<file path="config.mk">
export PLATFORM = sky130hd
export DESIGN_NAME = gdio_port
export DESIGN_NICKNAME = d
export VERILOG_FILES = /design/src/core/gdio_sync.v /design/src/core/gdio_port.v
export VERILOG_INCLUDE_DIRS = /design/src /design/src/core
export SDC_FILE = /design/constraint.sdc
export NUM_CORES = 1
export LEC_CHECK = 0
export ABC_CLOCK_PERIOD_IN_PS = 1700
export BUFFER_PORTS_ARGS = -buffer_cell sky130_fd_sc_hd__buf_2
export CAP_MARGIN = 20
export CORE_UTILIZATION = 39
export CTS_CLUSTER_DIAMETER = 150
export DETAILED_ROUTE_END_ITERATION = 16
export PLACE_DENSITY = 0.67
export SLEW_MARGIN = 20
export SYNTH_ARGS = -nofsm -noshare
export SYNTH_HDL_FRONTEND = slang
export SYNTH_SLANG_ARGS = --single-unit
</file>
<file path="constraint.sdc">
create_clock -name CLK_SYS -period 1.7 [get_ports CLK_SYS]
set_input_delay 0.34 -clock CLK_SYS [delete_from_list [all_inputs] [get_ports CLK_SYS]]
set_output_delay 0.34 -clock CLK_SYS [all_outputs]
set_load 0.1 [all_outputs]
</file>
<file path="src/core/gdio_map.vh">
// Register map and reset values of the general digital I/O port.
// Assumes APB byte addressing with one 32-bit word per register.
`ifndef GDIO_MAP_VH
`define GDIO_MAP_VH
`define GDIO_OFF_VALUE 12'h000
`define GDIO_OFF_DIR 12'h004
`define GDIO_OFF_PIN 12'h008
`define GDIO_OFF_SFIO 12'h00C
`define GDIO_OFF_BITSET 12'h010
`define GDIO_OFF_BITCLR 12'h014
`define GDIO_SFIO_PUD_BIT 2
`define GDIO_RST_VALUE 8'h00
`define GDIO_RST_DIR 8'h00
`define GDIO_RST_PUD 1'b0
`define GDIO_SEL_VALUE 1'b0
`define GDIO_SEL_DIR 1'b1
`endif

</file>
<file path="src/core/gdio_sync.v">
// Pin-input synchroniser: falling-edge register, then a rising-edge register.
// Assumes pins and clock enable come from the system clock domain's boundary.
`default_nettype none
module gdio_sync #(
  parameter WIDTH = 8
) (
  input wire clk,
  input wire rst,
  input wire ce,
  input wire [WIDTH-1:0] d,
  output reg [WIDTH-1:0] q
);
  reg [WIDTH-1:0] latch_reg;
  // Samples on the falling edge, holds until the next falling edge
  always @(negedge clk or posedge rst) begin
    if (rst) begin
      latch_reg <= {WIDTH{1'b0}};
    end else if (ce) begin
      latch_reg <= d;
    end
  end
  always @(posedge clk or posedge rst) begin
    if (rst) begin
      q <= {WIDTH{1'b0}};
    end else if (ce) begin
      q <= latch_reg;
    end
  end
endmodule
`default_nettype wire

</file>
<file path="src/core/gdio_port.v">
// General digital I/O port: value, direction and pin-input registers over APB.
// Assumes APB signals are synchronous to CLK_SYS; pad wires resolved outside from PIN_OE_N.
//
// Local design decisions: the placing of the registers and the APB interface to the registers.
`include "gdio_map.vh"
`default_nettype none
// Behaviour
// - Three registers per port: value, direction, pins
// - Pin register read-only; others read-write
// - Global disable kills every pull-up
// - Direction one output, zero input
// - Input with value one enables pull-up
// - Output drives value bit level
// - Reset tri-states pins without clock
// - Tri-state to high passes intermediate state
// - Pull-up only for dir0, value1, enable
// - Pin bit follows synchronised pin always
// - Latch high-transparent then rising register; here a falling-edge register stands in for the latch
// - Pin change visible half to 1.5 periods
// - Written value reaches pin bit in one period
// - Bit set/clear touch only addressed pin
// - Other pins usable beside alternate functions
// - Clock and pull-up disable shared by ports; here each port instance holds its own pull-up disable bit
// - Pull-up disable at bit two
module gdio_port #(
  parameter WIDTH = 8
) (
  input wire CLK_SYS,
  input wire RST,
  input wire CE,
  input wire PSEL,
  input wire PENABLE,
  input wire PWRITE,
  input wire [11:0] PADDR,
  input wire [31:0] PWDATA,
  output reg [31:0] PRDATA,
  output reg PREADY,
  output reg PSLVERR,
  input wire [WIDTH-1:0] PIN_IN,
  output wire [WIDTH-1:0] PIN_OUT,
  output wire [WIDTH-1:0] PIN_OE_N,
  output wire [WIDTH-1:0] PIN_PULLUP
);
  reg [WIDTH-1:0] value_reg;
  reg [WIDTH-1:0] dir_reg;
  reg pud_reg;
  reg [WIDTH-1:0] value_next;
  reg [WIDTH-1:0] dir_next;
  reg pud_next;
  reg [WIDTH-1:0] out_reg;
  reg [WIDTH-1:0] oe_n_reg;
  reg [WIDTH-1:0] pu_reg;
  reg [WIDTH-1:0] out_next;
  reg [WIDTH-1:0] oe_n_next;
  reg [WIDTH-1:0] pu_next;
  reg [31:0] rdata_next;
  reg ready_next;
  reg slverr_next;
  wire [WIDTH-1:0] pin_input;
  wire [WIDTH-1:0] op_mask;
  wire op_on_dir;
  wire setup;
  wire wr;
  wire rd;
  wire addr_mapped;
  wire write_value_strobe;
  wire write_direction_strobe;
  wire write_pud_strobe;
  wire bit_set_strobe;
  wire bit_clear_strobe;
  wire write_pin_strobe;
  wire read_value_strobe;
  wire read_direction_strobe;
  wire read_pin_strobe;
  wire read_pud_strobe;

  // Single-bit mask from a write-data index; out of range gives zero
  function [WIDTH-1:0] bit_mask;
    input [31:0] idx;
    begin
      bit_mask = (idx[7:0] < WIDTH) ? ({{(WIDTH-1){1'b0}}, 1'b1} << idx[7:0]) : {WIDTH{1'b0}};
    end
  endfunction

  // Every offset that answers without an error
  function is_mapped;
    input [11:0] a;
    begin
      is_mapped = (a == `GDIO_OFF_VALUE) || (a == `GDIO_OFF_DIR) || (a == `GDIO_OFF_PIN) ||
                  (a == `GDIO_OFF_SFIO) || (a == `GDIO_OFF_BITSET) || (a == `GDIO_OFF_BITCLR);
    end
  endfunction

  // Exact match only: aliases would let a stray offset hit a register
  function addr_hit;
    input [11:0] a;
    input [11:0] off;
    begin
      addr_hit = (a == off);
    end
  endfunction

  // One-pin change; every other bit of the word keeps its value
  function [WIDTH-1:0] apply_bit;
    input [WIDTH-1:0] cur;
    input [WIDTH-1:0] mask;
    input set;
    begin
      if (set) begin
        apply_bit = cur | mask;
      end else begin
        apply_bit = cur & ~mask;
      end
    end
  endfunction

  // Pull-up only for an input with value one and the global disable clear
  function [WIDTH-1:0] pull_enable;
    input [WIDTH-1:0] dir;
    input [WIDTH-1:0] val;
    input global_pullup_disable;
    begin
      pull_enable = ~dir & val & {WIDTH{~global_pullup_disable}};
    end
  endfunction

  // Read words carry the port in the low bits, zeros above
  function [31:0] zero_ext;
    input [WIDTH-1:0] v;
    begin
      zero_ext = {{(32-WIDTH){1'b0}}, v};
    end
  endfunction

  // A transfer is taken at its setup edge; the access cycle only carries the answer
  assign setup = PSEL && !PENABLE;
  assign wr = setup && PWRITE;
  assign rd = setup && !PWRITE;
  assign addr_mapped = is_mapped(PADDR);

  // Strobes common to all pins of the port
  assign write_value_strobe = wr && addr_hit(PADDR, `GDIO_OFF_VALUE);
  assign write_direction_strobe = wr && addr_hit(PADDR, `GDIO_OFF_DIR);
  assign write_pud_strobe = wr && addr_hit(PADDR, `GDIO_OFF_SFIO);
  assign bit_set_strobe = wr && addr_hit(PADDR, `GDIO_OFF_BITSET);
  assign bit_clear_strobe = wr && addr_hit(PADDR, `GDIO_OFF_BITCLR);
  // Pin register is read-only: its write strobe reaches no state
  assign write_pin_strobe = wr && addr_hit(PADDR, `GDIO_OFF_PIN);
  assign read_value_strobe = rd && addr_hit(PADDR, `GDIO_OFF_VALUE);
  assign read_direction_strobe = rd && addr_hit(PADDR, `GDIO_OFF_DIR);
  assign read_pin_strobe = rd && addr_hit(PADDR, `GDIO_OFF_PIN);
  assign read_pud_strobe = rd && addr_hit(PADDR, `GDIO_OFF_SFIO);

  // Bit set/clear: PWDATA[7:0] index, PWDATA[8] selects direction register
  assign op_mask = bit_mask(PWDATA);
  assign op_on_dir = (PWDATA[8] == `GDIO_SEL_DIR);

  // Driven pads loop back through the pins, so a written level reads back one period later
  // Synchroniser runs on every pin whatever its direction
  gdio_sync #(.WIDTH(WIDTH)) u_sync (
    .clk(CLK_SYS),
    .rst(RST),
    .ce(CE),
    .d(PIN_IN),
    .q(pin_input)
  );

  // Direction: whole-word write or one-pin set/clear
  always @* begin
    dir_next = dir_reg;
    if (write_direction_strobe) begin
      dir_next = PWDATA[WIDTH-1:0];
    end else if (bit_set_strobe && op_on_dir) begin
      dir_next = apply_bit(dir_reg, op_mask, 1'b1);
    end else if (bit_clear_strobe && op_on_dir) begin
      dir_next = apply_bit(dir_reg, op_mask, 1'b0);
    end
  end

  // Output value: same paths; the pin register address leaves it alone
  always @* begin
    value_next = value_reg;
    if (write_value_strobe) begin
      value_next = PWDATA[WIDTH-1:0];
    end else if (bit_set_strobe && !op_on_dir) begin
      value_next = apply_bit(value_reg, op_mask, 1'b1);
    end else if (bit_clear_strobe && !op_on_dir) begin
      value_next = apply_bit(value_reg, op_mask, 1'b0);
    end else if (write_pin_strobe) begin
      value_next = value_reg;
    end
  end

  // One disable bit serves every pin of this port
  always @* begin
    pud_next = pud_reg;
    if (write_pud_strobe) begin
      pud_next = PWDATA[`GDIO_SFIO_PUD_BIT];
    end
  end

  // Pads follow the next state so they move at the write edge itself
  always @* begin
    out_next = value_next;
    oe_n_next = ~dir_next;
    pu_next = pull_enable(dir_next, value_next, pud_next);
  end

  // Read mux; unmapped and write-only addresses return zero
  always @* begin
    rdata_next = 32'h00000000;
    if (read_value_strobe) begin
      rdata_next = zero_ext(value_reg);
    end else if (read_direction_strobe) begin
      rdata_next = zero_ext(dir_reg);
    end else if (read_pin_strobe) begin
      rdata_next = zero_ext(pin_input);
    end else if (read_pud_strobe) begin
      rdata_next = {31'h0, pud_reg} << `GDIO_SFIO_PUD_BIT;
    end
  end

  // Zero-wait APB: every taken transfer is answered in the access cycle
  always @* begin
    ready_next = setup;
    slverr_next = setup && !addr_mapped;
  end

  // Port state; clock enable low freezes everything
  always @(posedge CLK_SYS or posedge RST) begin
    if (RST) begin
      value_reg <= `GDIO_RST_VALUE;
    end else if (CE) begin
      value_reg <= value_next;
    end
  end

  always @(posedge CLK_SYS or posedge RST) begin
    if (RST) begin
      dir_reg <= `GDIO_RST_DIR;
    end else if (CE) begin
      dir_reg <= dir_next;
    end
  end

  always @(posedge CLK_SYS or posedge RST) begin
    if (RST) begin
      pud_reg <= `GDIO_RST_PUD;
    end else if (CE) begin
      pud_reg <= pud_next;
    end
  end

  // Reset tri-states the pads at once, clock or not
  always @(posedge CLK_SYS or posedge RST) begin
    if (RST) begin
      out_reg <= {WIDTH{1'b0}};
    end else if (CE) begin
      out_reg <= out_next;
    end
  end

  always @(posedge CLK_SYS or posedge RST) begin
    if (RST) begin
      oe_n_reg <= {WIDTH{1'b1}};
    end else if (CE) begin
      oe_n_reg <= oe_n_next;
    end
  end

  always @(posedge CLK_SYS or posedge RST) begin
    if (RST) begin
      pu_reg <= {WIDTH{1'b0}};
    end else if (CE) begin
      pu_reg <= pu_next;
    end
  end

  // Answer registers; data stay zero outside the access cycle
  always @(posedge CLK_SYS or posedge RST) begin
    if (RST) begin
      PRDATA <= 32'h00000000;
    end else if (CE) begin
      PRDATA <= rdata_next;
    end
  end

  always @(posedge CLK_SYS or posedge RST) begin
    if (RST) begin
      PREADY <= 1'b0;
    end else if (CE) begin
      PREADY <= ready_next;
    end
  end

  always @(posedge CLK_SYS or posedge RST) begin
    if (RST) begin
      PSLVERR <= 1'b0;
    end else if (CE) begin
      PSLVERR <= slverr_next;
    end
  end

  assign PIN_OUT = out_reg;
  assign PIN_OE_N = oe_n_reg;
  assign PIN_PULLUP = pu_reg;
endmodule
`default_nettype wire

</file>
### Word-level counts from Yosys, hierarchy flattened

Index checks and enable logic that the tools add are counted.
Widths: inputs -> output; s select.

* $add $sub $neg: 0
* multipliers: 0
* div/mod/pow operators: 0
* $lt $le $gt $ge: 1
* equal/unequal tests: 5
* shift-type cells: 1
* multiplexer cells: 12
* bitwise logic cells: 9
* reduce and logical (&&, ||, !) cells: 27

Operators by type and width (number)
* $mux 8: 10
* $and 8x8->8: 4
* $eq 12x4->1 const B: 2
* $eq 12x5->1 const B: 2
* $logic_and 1x1->1: 17
* $not 8->8: 2
* $or 8x8->8: 2
* $eq 12x3->1 const B: 1
* $logic_not 12->1: 1
* $lt 8x4->1 const B: 1
* $shl 1x8->8 const A: 1
* $logic_or 1x1->1: 5
* $logic_not 1->1: 4
* $mux 3: 1
* $mux 1: 1
* $not 1->1: 1

* register bits: 83
* latch bits: 0
* memory bits (writable): 0
* ROM bits: 0
* input port bits: 58
* output and inout bits: 58
* logic and storage cells: 65
* memories kept: 0

### Logic depth before layout (Yosys ltp)

* depth after elaboration: 11
* depth in mapped cells: 7
* gate-level depth less buffers: 5

### Cells and area by module

A second synthesis with hierarchy kept.

* cells, all modules: 320
* area, all modules: 3409.5 um^2

By module, submodules not included
* gdio_port: instances 1, cells an instance 285, area an instance 2756.4 um^2, seq. area each 1086.0 um^2
* gdio_sync: instances 1, cells an instance 35, area an instance 653.1 um^2, seq. area each 400.4 um^2

==> results.toml <==
[timing]
max_freq_mhz = 477
rsz0062_at_grt = "true"
setup_slack_ns = -0.397
finalCriticalPeriod_ns = 2.10
finalCritPeriodShare_pct = 123
skew_ns = 0.00951
finalHoldViolCount = 0
final_max_slew_viol_count = 0
setup_viol = 33

[synth]
seq_area_frac_synth_pct = 43.6
yosysMostFrequentCell = "dfrtp_1"
synth_top_area_cell = "dfrtp_1"
syn_area_sq_um = 3410
ys_warn_count = 0
synth-seq-cells = 59
synth_cell_types = 53
yosys-top-cells-area = "dfrtp_1 32%, mux2_2 8.6%, dfstp_2 6.2%"
yosysTopAreaCellShare_pct = 31.5
synth_edf_count = 0
synth.avg_cell_area_sq_um = 10.0
async_reset_ff_share_pct = 100
synthCells = 341
synth.top_cells.by_count = "43 x dfrtp_1, 26 x buf_4, 26 x mux2_2"
ys.flop_type = "dfrtp_1"

[layout]
diodes = 0
fill_cells = 716
nets = 544
design_area_sq_um = 4970
drive_gt1_share_pct = 54.6
multi_input_area_sq_um = 2040
regArea_sq_um = 1490
layoutNonFillerInstCount = 596
areaGrowthSynthToFinish_pct = 45.5

[global_routing]
first_global_vias = 3344
use_met3_pct = 3.99
gr-usage-all-layers_pct = 25.3
grt_pass1_wl_microns = 17300
use_met1_pct = 34.2
top_usage_layer = "met2"
overflow = 0
grt_max_degree = 31
met2_usage_pct = 42.3
antenna_found_initial = 0

[placement]
placed_cells = 576
port_buffers = 68
placed_cell_area_sq_um = 4390
hpwl_microns = 7870
place.gp.congestion = 0.929

[clock_network]
insertion_delay_ns = 0.33
clockBufferDepth = 2
hold_buffers = 0
clk_pin_slew_worst_paths_ns = 0.07
clkSinkCount = 59
tritoncts = "built"
h-tree-depth = 3
root_buffer = "clkbuf_8"
cts_buffers = 9

[outcome]
status = "finished, violations left"
violations = "setup timing"

[power]
p_leak_nw = 2.27
pwr-share-clk_pct = 35.0
p_int_mw = 2.44
switching_share_pct = 33.3
power_switching_mw = 1.22
irDropWorstVdd_uv = 419
powerDensity_nw_per_um2 = 737
p_total_mw = 3.66
pwr-share-seq_pct = 41.5
pwr-share-comb_pct = 23.5

[drt]
vias = 3287
viasPerCell = 5.52
drc = 0
wl_per_cell_microns = 18.6
detail-route-antenna-nets = 0
drt_iter0_drc = 194
wl_microns = 11100
drt_pass1_iterations = 4

[setup_path]
path_common_cell = "or4_4"
slowest_stage = "or4_4"
cp-end-kind = "flop"
critPathKind = "primary input to flop"
worstRegToRegCells = 1
cp-start-kind = "primary input"
cp_max_fo = 8
cp_cell_sequence = "buf_6, or4_4, or4_4, or2_4, a2bb2oi_2, o41ai_2"
cp.arrival_ns = 2.33
required_ns = 1.94
crit_path_max_incr_delay_ns = 0.59

[floorplan]
dieArea_sq_um = 9130
core_area_sq_um = 8340
die_w_microns = 95.5
die_h_microns = 95.5
num_rows = 33
ios = 116
start_util_pct = 40.9

[job]
max_cap_violations = 0

[worst_hold_path]
min_path_type = "primary input to asynchronous set/reset pin"
## cell usage in the layout, fill, tap and decap left out, drive strengths merged, types with 2 or more instances in the layout
| cell type | n |
|---|---|
| or2 | 3 |
| a22oi | 3 |
| o311ai | 3 |
| clkinv | 3 |
| nand2 | 19 |
| o31a | 4 |
| o31ai | 9 |
| clkbuf | 11 |
| mux2 | 26 |
| inv | 9 |
| or3 | 5 |
| dfrtn | 8 |
| nand3 | 11 |
| nor3 | 7 |
| o41ai | 6 |
| or4 | 9 |
| mux2i | 7 |
| buf | 158 |
| conb | 24 |
| a211oi | 5 |
| and2 | 4 |
| and3 | 4 |
| o2bb2ai | 8 |
| a221oi | 2 |
| nor2 | 22 |
| dfstp | 8 |
| nand2b | 3 |
| a21oi | 18 |
| nor4 | 12 |
| nand3b | 2 |
| a31oi | 5 |
| o32ai | 3 |
| dfrtp | 43 |
| nand4 | 4 |
| nor2b | 4 |
| o21ai | 8 |
| clkinvlp | 2 |
## final timing paths
path / end / startpoint / slack, ns
min reg2reg: u_sync.latch_reg[1]$_DFFE_NP0P_ / u_sync.latch_reg[1]$_DFFE_NP0P_ / 0.46
max: PIN_PULLUP[3]$_DFFE_PP0P_ / PADDR[9] / -0.40
min in group CLK_SYS: u_sync.latch_reg[1]$_DFFE_NP0P_ / u_sync.latch_reg[1]$_DFFE_NP0P_ / 0.46
max reg2reg: u_sync.q[6]$_DFFE_PP0P_ / u_sync.latch_reg[6]$_DFFE_NP0P_ / 0.12
min: PSLVERR$_DFFE_PP0P_ / RST / 0.002
max in group asynchronous: u_sync.latch_reg[7]$_DFFE_NP0P_ / RST / 0.66
## through the flow
stage / setup TNS [ns] / util (%) / hold WS [ns] / worst slack, ns
2_1_floorplan: -18.73 / - / 0.436 / -0.697
6_report: -10.23 / 59.5 / 0.00177 / -0.397
4_1_cts: -10.28 / 58.5 / 0.00918 / -0.422
3_5_place_dp: -26.84 / 52.6 / 0.366 / -0.791
5_1_grt: -11.40 / 59.5 / 0.0226 / -0.428
3_3_place_gp: -27.37 / 52.6 / 0.364 / -0.885
## area by class of cell
type                       count  share of cell area (%)
clock buffer                  11                    2.85
clock inverter                 5                    1.06
inverter                      10                   0.831
multi-input combinational    248                    41.0
sequential                    59                    29.9
tap                          105                    2.65
timing repair buffer         158                    21.7
## worst max-delay path, delay by kind of cell
kind | cells | cell delay [ns]
compound gates | 2 | 0.46
buf+inv | 1 | 0.09
simple gates | 3 | 1.43
## layer usage
metal	part of all wire [%]	routed length (microns)
met5	0	0
met4	1.5	163
met3	5.6	618
met2	48	5350
met1	45	4980
## power groups by stage
stage               Clock [mW]  Combinational (mW)  Sequential (mW)
floorplan                    0               0.515             1.65
global placement             0               0.806             1.54
detailed placement           0               0.814             1.54
CTS                       1.31               0.845             1.52
global route              1.38               0.906             1.53
finish                    1.28               0.860             1.52
## cells by family (layout without fill, tap and decap cells)
kind of cell    Yosys count  after routing  synth area share (%)
simple gates            113            113                  18.3
compound gates           77             77                  17.1
flops                    59             59                  43.6
buf+inv                  57            184                  9.61
mux                      34             34                  11.3
other cells               1             24                 0.110
## repair_timing
action	CTS	global route
endpoints found under the setup margin	33	33
setup buffers	6	0
hold endpoints to repair	0	0
pin swaps	22	8
resized for setup	48	21
No activity file was read; power rests on OpenSTA's default activity.
